<file path="src/rtl/dummy_unused_placeholder_never.sv">
`timescale 1ns/1ps
`default_nettype none
`default_nettype wire

</file>
<file path="src/rtl/drive_decode_pkg.sv">
// What this block does
// - Tape register at index 3F3 reads and writes but steers no internal logic.
// - Controller software reset leaves the tape register contents unchanged.
// - Tape register read drives only data bits 0 and 1; bits 2-7 undriven.
// - Tape pick bits: 00 none, 01 drive 1, 10 drive 2, 11 drive 3.
// - Internal normal: pick output of field goes low only if its motor bit set.
// - Internal normal: each spindle output is the inverse of motor bits 4 to 7.
// - Internal swapped: pick outputs 0 and 1 swap; spindle 0/1 from bits 5/4.
// - External normal: pick lines carry field; spindle 0 low if selected motor set.
// - External swapped: codes 00 and 01 exchanged on pick lines; spindle as normal.
// - Control bits 1:0 give the drive number; bits 7:4 enable motors 0 to 3.
package drive_decode_pkg;

   // -----------------------------------------------------------------
   // Register map
   // -----------------------------------------------------------------
   localparam logic [9:0] DRIVE_CONTROL_IDX = 10'h3f2;
   localparam logic [9:0] TAPE_DRIVE_SELECT_IDX = 10'h3f3;
   localparam logic [9:0] PIN_STATUS_IDX = 10'h3f0;
   localparam logic [11:0] DRIVE_CONTROL_ADDR = {DRIVE_CONTROL_IDX, 2'b00};
   localparam logic [11:0] TAPE_DRIVE_SELECT_ADDR = {TAPE_DRIVE_SELECT_IDX, 2'b00};
   localparam logic [11:0] PIN_STATUS_ADDR = {PIN_STATUS_IDX, 2'b00};

   // -----------------------------------------------------------------
   // Field layout and reset values
   // -----------------------------------------------------------------
   localparam int DRIVE_NUMBER_LSB = 0;
   localparam int SOFT_RESET_N_BIT = 2;
   localparam int DMA_ENABLE_BIT = 3;
   localparam int SPINDLE_ENABLE_LSB = 4;
   localparam int TAPE_PICK_LO_BIT = 0;
   localparam int TAPE_PICK_HI_BIT = 1;
   localparam logic [7:0] DRIVE_CONTROL_RESET = 8'h00;
   localparam logic [1:0] TAPE_DRIVE_SELECT_RESET = 2'h0;
   localparam logic [7:0] TAPE_READ_DRIVEN = 8'h03;
   localparam logic [7:0] FULL_READ_DRIVEN = 8'hff;
   localparam logic [3:0] ALL_HIGH = 4'hf;

   // -----------------------------------------------------------------
   // Types
   // -----------------------------------------------------------------
   typedef struct packed {
      logic external;
      logic swapped;
   } decode_cfg_type;

   typedef struct packed {
      logic [3:0] pick_n;
      logic [3:0] spindle_n;
   } drive_pins_type;

endpackage

</file>
<file path="src/rtl/floppy_drive_ctrl.sv">
`timescale 1ns/1ps
`default_nettype none
module floppy_drive_ctrl (
   input wire logic clk_i,
   input wire logic rst_i,
   // Wishbone classic slave
   input wire logic [11:0] adr_i,
   input wire logic [31:0] dat_i,
   input wire logic [3:0] sel_i,
   input wire logic we_i,
   input wire logic cyc_i,
   input wire logic stb_i,
   output logic [31:0] dat_o,
   output logic ack_o,
   // Lanes of the host byte actually driven on the last read
   output logic [7:0] read_driven_o,
   // Static decode configuration
   input wire logic external_decode_i,
   input wire logic swap_drives_i,
   // Disk interface
   output logic [3:0] drv_pick_n_o,
   output logic [3:0] spindle_on_n_o,
   output logic ctrl_reset_o,
   output logic dma_enable_o,
   output logic [1:0] tape_pick_o
);

   // -----------------------------------------------------------------
   // Bus decode
   // -----------------------------------------------------------------
   wire logic req;
   wire logic hit_control;
   wire logic hit_tape;
   wire logic hit_status;
   wire logic wr_lane0;
   wire logic wr_control;
   wire logic wr_tape;

   assign req = cyc_i && stb_i && !ack_o;
   assign hit_control = (adr_i == drive_decode_pkg::DRIVE_CONTROL_ADDR);
   assign hit_tape = (adr_i == drive_decode_pkg::TAPE_DRIVE_SELECT_ADDR);
   assign hit_status = (adr_i == drive_decode_pkg::PIN_STATUS_ADDR);
   assign wr_lane0 = req && we_i && sel_i[0];
   assign wr_control = wr_lane0 && hit_control;
   assign wr_tape = wr_lane0 && hit_tape;

   // -----------------------------------------------------------------
   // Registers
   // -----------------------------------------------------------------
   logic [7:0] drive_control_q;
   logic [7:0] drive_control_d;
   logic [1:0] tape_drive_select_q;
   logic [1:0] tape_drive_select_d;

   assign drive_control_d = wr_control ? dat_i[7:0] : drive_control_q;
   assign tape_drive_select_d = wr_tape ?
      dat_i[drive_decode_pkg::TAPE_PICK_LO_BIT +: 2] : tape_drive_select_q;

   // Only the hardware reset clears these; soft reset bit has no hold here
   always_ff @(posedge clk_i) begin
      if (rst_i) begin
         drive_control_q <= drive_decode_pkg::DRIVE_CONTROL_RESET;
         tape_drive_select_q <= drive_decode_pkg::TAPE_DRIVE_SELECT_RESET;
      end else begin
         drive_control_q <= drive_control_d;
         tape_drive_select_q <= tape_drive_select_d;
      end
   end

   // -----------------------------------------------------------------
   // Drive decode
   // -----------------------------------------------------------------
   drive_decode_pkg::decode_cfg_type cfg;
   drive_decode_pkg::drive_pins_type pins;

   assign cfg.external = external_decode_i;
   assign cfg.swapped = swap_drives_i;

   drive_pick_decode u_decode (
      .drive_control_i(drive_control_q),
      .cfg_i(cfg),
      .pins_o(pins)
   );

   // -----------------------------------------------------------------
   // Read data
   // -----------------------------------------------------------------
   wire logic [31:0] rd_data;
   wire logic [7:0] rd_driven;
   wire logic [31:0] status_word;

   assign status_word = {22'h000000, cfg.swapped, cfg.external,
                         spindle_on_n_o, drv_pick_n_o};
   assign rd_data = hit_control ? {24'h000000, drive_control_q} :
                    hit_tape ? {30'h00000000, tape_drive_select_q} :
                    hit_status ? status_word :
                    32'h00000000;
   assign rd_driven = hit_tape ? drive_decode_pkg::TAPE_READ_DRIVEN :
                      drive_decode_pkg::FULL_READ_DRIVEN;

   always_ff @(posedge clk_i) begin
      if (rst_i) begin
         ack_o <= 1'b0;
         dat_o <= 32'h00000000;
         read_driven_o <= drive_decode_pkg::FULL_READ_DRIVEN;
      end else begin
         ack_o <= req;
         if (req && !we_i) begin
            dat_o <= rd_data;
            read_driven_o <= rd_driven;
         end
      end
   end

   // -----------------------------------------------------------------
   // Outputs
   // -----------------------------------------------------------------
   // Tape selection goes out as a plain level; inside, only the bus readback reads it
   always_ff @(posedge clk_i) begin
      if (rst_i) begin
         drv_pick_n_o <= drive_decode_pkg::ALL_HIGH;
         spindle_on_n_o <= drive_decode_pkg::ALL_HIGH;
         ctrl_reset_o <= 1'b1;
         dma_enable_o <= 1'b0;
         tape_pick_o <= drive_decode_pkg::TAPE_DRIVE_SELECT_RESET;
      end else begin
         drv_pick_n_o <= pins.pick_n;
         spindle_on_n_o <= pins.spindle_n;
         ctrl_reset_o <= !drive_control_q[drive_decode_pkg::SOFT_RESET_N_BIT];
         dma_enable_o <= drive_control_q[drive_decode_pkg::DMA_ENABLE_BIT];
         tape_pick_o <= tape_drive_select_q;
      end
   end

endmodule
`default_nettype wire

</file>
<file path="src/rtl/drive_pick_decode.sv">
`timescale 1ns/1ps
`default_nettype none
module drive_pick_decode (
   input wire logic [7:0] drive_control_i,
   input wire drive_decode_pkg::decode_cfg_type cfg_i,
   output drive_decode_pkg::drive_pins_type pins_o
);

   // -----------------------------------------------------------------
   // Field extraction
   // -----------------------------------------------------------------
   wire logic [1:0] number;
   wire logic [3:0] spindle_enable;
   wire logic sel_motor;
   wire logic [1:0] swapped_number;
   wire logic [1:0] out_number;
   wire logic [3:0] onehot;

   assign number = drive_control_i[drive_decode_pkg::DRIVE_NUMBER_LSB +: 2];
   assign spindle_enable = drive_control_i[drive_decode_pkg::SPINDLE_ENABLE_LSB +: 4];
   assign sel_motor = spindle_enable[number];
   // Drives 0 and 1 exchange places, 2 and 3 pass
   assign swapped_number = (number[1] == 1'b0) ? {1'b0, ~number[0]} : number;
   assign out_number = cfg_i.swapped ? swapped_number : number;

   // -----------------------------------------------------------------
   // Per-drive select decode
   // -----------------------------------------------------------------
   genvar g;
   generate
      for (g = 0; g < 4; g++) begin : g_onehot
         assign onehot[g] = sel_motor && (out_number == 2'(g));
      end
   endgenerate

   // -----------------------------------------------------------------
   // Output selection
   // -----------------------------------------------------------------
   wire logic [3:0] int_pick_n;
   wire logic [3:0] int_spindle_n;
   wire logic [3:0] ext_pick_n;
   wire logic [3:0] ext_spindle_n;

   assign int_pick_n = ~onehot;
   assign int_spindle_n = cfg_i.swapped ?
      {~spindle_enable[3:2], ~spindle_enable[0], ~spindle_enable[1]} :
      ~spindle_enable;
   assign ext_pick_n = {2'b11, out_number};
   assign ext_spindle_n = {3'b111, ~sel_motor};

   assign pins_o.pick_n = cfg_i.external ? ext_pick_n : int_pick_n;
   assign pins_o.spindle_n = cfg_i.external ? ext_spindle_n : int_spindle_n;

endmodule
`default_nettype wire

</file>
<file path="config.mk">
export PLATFORM = sky130hd
export DESIGN_NAME = floppy_drive_ctrl
export DESIGN_NICKNAME = d
export VERILOG_FILES = /design/src/rtl/dummy_unused_placeholder_never.sv /design/src/rtl/drive_decode_pkg.sv /design/src/rtl/floppy_drive_ctrl.sv /design/src/rtl/drive_pick_decode.sv
export SDC_FILE = /design/constraint.sdc
export NUM_CORES = 1
export LEC_CHECK = 0
export BUFFER_PORTS_ARGS = -buffer_cell sky130_fd_sc_hd__buf_2
export CAP_MARGIN = 20
export CORE_UTILIZATION = 27
export CTS_CLUSTER_DIAMETER = 150
export DETAILED_ROUTE_END_ITERATION = 10
export GPL_TIMING_DRIVEN = 1
export PLACE_DENSITY = 0.55
export SLEW_MARGIN = 15
export SYNTH_ARGS = -nofsm -noshare
export SYNTH_HDL_FRONTEND = slang
export SYNTH_SLANG_ARGS = --single-unit
export TNS_END_PERCENT = 30
</file>
<file path="constraint.sdc">
create_clock -name clk_i -period 5 [get_ports clk_i]
set_input_delay 1 -clock clk_i [delete_from_list [all_inputs] [get_ports clk_i]]
set_output_delay 1 -clock clk_i [all_outputs]
set_load 0.01 [all_outputs]
</file>
==> impl_metrics.csv <==
group,metric,value,unit
status,status,"finished, final reports clean",
routing,drt-initial-drc-count,68,
critical_path,cp_data_required_time,5.12,ns
clock_tree,cts_made_buffers,5,
die,dieArea,0.00657,mm2
sta,slew_viol_final,0,
power_and_ir_drop,power.density,261,mW/mm2
place,place_congestion,0.716,
sta,setup_viol,0,
yosys,yosysTopAreaCellShare,40.3,%
sta,max_freq,385,MHz
critical_path,reg2reg_depth,4,
die,coreArea,0.00599,mm2
critical_path,crit_arrival,2.72,ns
sta,fin_hold_ws,0.452,ns
place,io_buffer_count,56,
yosys,yosys-top-cells-count,"dfxtp_1 (34), buf_4 (29), nor2_1 (11), o21ai_0 (11)",
die,pin_count,108,
yosys,syn-cell-area,0.00169,mm2
power_and_ir_drop,ir_drop,98.4,uV
layout,post_route_cells_drive_above_1_share,32.3,%
hold_path,hp-start,"drive_control_q[7]",
critical_path,timing.rr.start,"ack_o",
critical_path,rr_endpoint,"dat_o[0]",
global_route,grt_max_degree,31,
routing,via_count,1353,
clock_tree,cts.clk_slew.worst_paths,0.06,ns
power_and_ir_drop,p_leak,0.832,nW
yosys,netlist_instances,184,
clock_tree,cts_hold_buf,0,
global_route,track_usage,12.5,%
clock_tree,ctsHtreeMaxLevel,2,
sta,setup_slack,2.40,ns
yosys,postSynth.asyncResetShare,0,%
critical_path,start_kind,"input pin",
global_route,grt_pass1_vias,1300,
yosys,synth_ff_type,"dfxtp_1",
hold_path,worstHoldPathType,"register to register",
global_route,antenna_found_initial,0,
place,dpl.hpwl,2900,um
critical_path,critPathLaunch,"we_i",
yosys,synth_area_leader_cell,"dfxtp_1",
critical_path,critPathMaxFanout,11,
routing,postRouteAntennaNets,0,
sta,hold_viol,0,
clock_tree,cts_resized,0,
routing,routedWlPerCell,12.5,um
layout,insertedDiodeCount,0,
yosys,post-synth-top-count-cell,"dfxtp_1",
global_route,grt_first_pass_wirelength,6120,um
clock_tree,clk_latency,0.28,ns
critical_path,worstSetupPathType,"input pin to register",
routing,drc,0,
clock_tree,cts_max_path_buffers,2,
yosys,synth_edf_count,0,
power_and_ir_drop,finalPower,0.513,mW
yosys,ys_seq_area_share,40.3,%
sta,worstMarginPinSlew,0.743,ns
run,cap_violations,0,
die,die_y,81.1,um
hold_path,hold_path_end,"spindle_on_n_o[3]",
clock_tree,cts_setup_buffers,0,
clock_tree,cts_root_buffer,"clkbuf_8",
routing,avgViaCountPerCell,4.41,
yosys,avgSynthCellArea,9.17,um2
layout,synthToLayoutAreaGrowth,16.5,%
routing,drt_first_pass_iters,4,
critical_path,r2r_slack,2.88,ns
yosys,synthTopCellsByArea,"dfxtp_1 (40%), buf_4 (13%), mux2_2 (5.3%), o21ai_0 (3.3%), a21oi_1 (3.0%)",
die,fp-row-count,28,
sta,period_needed,2.60,ns
global_route,overflow,0,
routing,drt_wl_total,3840,um
sta,fin_tns_setup,0,ns
sta,fin_skew,0.00432,ns
die,start_util,28.2,%
hold_path,worstHoldPathCells,1,
sta,relSlewSlack,50.1,%
sta,period_share,52.0,%
yosys,synth_cell_types,36,
clock_tree,cts_sinks,34,
yosys,synth-seq-cells,34,
sta,rsz0062_at_grt,"no",
clock_tree,cts_tree,"built",
yosys,yosys_warnings,0,
layout,fin_nets,287,
die,die_w,81.1,um
place,pre_cts_slack,2.16,ns
critical_path,end_kind,"register",
[report_power, final]
| part | switching, mW | internal [mW] |
|---|---|---|
| clock network | 0.0905 | 0.0958 |
| registers | 0.00166 | 0.273 |
| logic | 0.0313 | 0.0203 |
| total | 0.123 | 0.389 |
[cells in the final DEF (no fill, tap or decap)]
master | netlist | final
buf_2 | 0 | 56
dfxtp_1 | 34 | 34
conb_1 | 2 | 24
o21ai_0 | 11 | 11
nor2_1 | 11 | 11
nand2_1 | 10 | 10
a21oi_1 | 10 | 10
nor2b_1 | 8 | 8
mux2_2 | 8 | 8
nand3_1 | 7 | 7
a22oi_1 | 6 | 6
clkbuf_8 | 0 | 5
nand4_1 | 4 | 4
inv_1 | 3 | 3
nand3b_1 | 3 | 3
nand2b_1 | 3 | 3
nor4_4 | 2 | 2
mux2_1 | 2 | 2
a311o_2 | 2 | 2
a31oi_1 | 2 | 2
or3_1 | 2 | 2
mux2i_1 | 2 | 2
a211o_1 | 2 | 2
and4_1 | 2 | 2
clkbuf_1 | 7 | 2
and3b_1 | 1 | 1
and2_1 | 1 | 1
or4_4 | 1 | 1
and3_1 | 1 | 1
nor4bb_1 | 1 | 1
nor4_1 | 1 | 1
or4bb_4 | 1 | 1
xor2_1 | 1 | 1
a211oi_1 | 1 | 1
or2_0 | 1 | 1
xnor2_1 | 1 | 1
[critical path, stage by stage]
cell and delay (ns):
buf_2 0.11, or4bb_4 0.63, nor4_4 0.67, a311o_2 0.28, a31oi_1 0.04
[through the flow]
step	utilization, %	instance area (um2)	instances
finish	32.8	1970	307
global route	32.8	1970	307
CTS	32.8	1970	307
detailed placement	31.5	1890	300
global placement	31.5	1890	300
floorplan	-	1770	206
[worst max path at each step]
stage	slack (ns)	end	depth (start not counted)
floorplan	2.41	tape_drive_select_q[0]	5
global placement	2.17	dat_o[1]	5
detailed placement	2.16	dat_o[0]	5
CTS	2.45	dat_o[0]	5
global route	2.36	dat_o[0]	5
finish	2.40	dat_o[0]	5
[metal layers]
metal	part of all wire [%]	GRT usage (%)	vias to the layer above	wire length [um]
met2	48	21.3	43	1830
li1	-	-	685	-
met1	45	14.8	621	1720
met5	0	0	-	0
met3	6.2	3.37	4	237
met4	1.2	4.82	0	46
[final cells by class]
class	count	area [um2]
Multi-Input combinational cell	132	823
Clock buffer	7	76.3
Tap cell	75	93.8
Sequential cell	34	681
Fill cell	657	4030
Timing Repair Buffer	56	280
Inverter	3	11.3
[state kept, by name (all words and copies together) (netlist names)]
name,count
ack_o,1
ctrl_reset_o,1
dat_o,10
dma_enable_o,1
drive_control_q,8
drv_pick_n_o,4
read_driven_o,1
spindle_on_n_o,4
tape_drive_select_q,2
tape_pick_o,2
[cells by family after synthesis]
| kind of cell | Yosys count | share of synthesized area, % |
|---|---|---|
| AND/OR/NAND/NOR | 60 | 22.1 |
| buffers and inverters | 40 | 15.8 |
| AO/OA/AOI/OAI | 34 | 12.5 |
| flip-flops | 34 | 40.3 |
| multiplexers | 12 | 7.86 |
| XOR/XNOR | 2 | 1.04 |
| other | 2 | 0.445 |
Power figures use the tool's default switching activity.
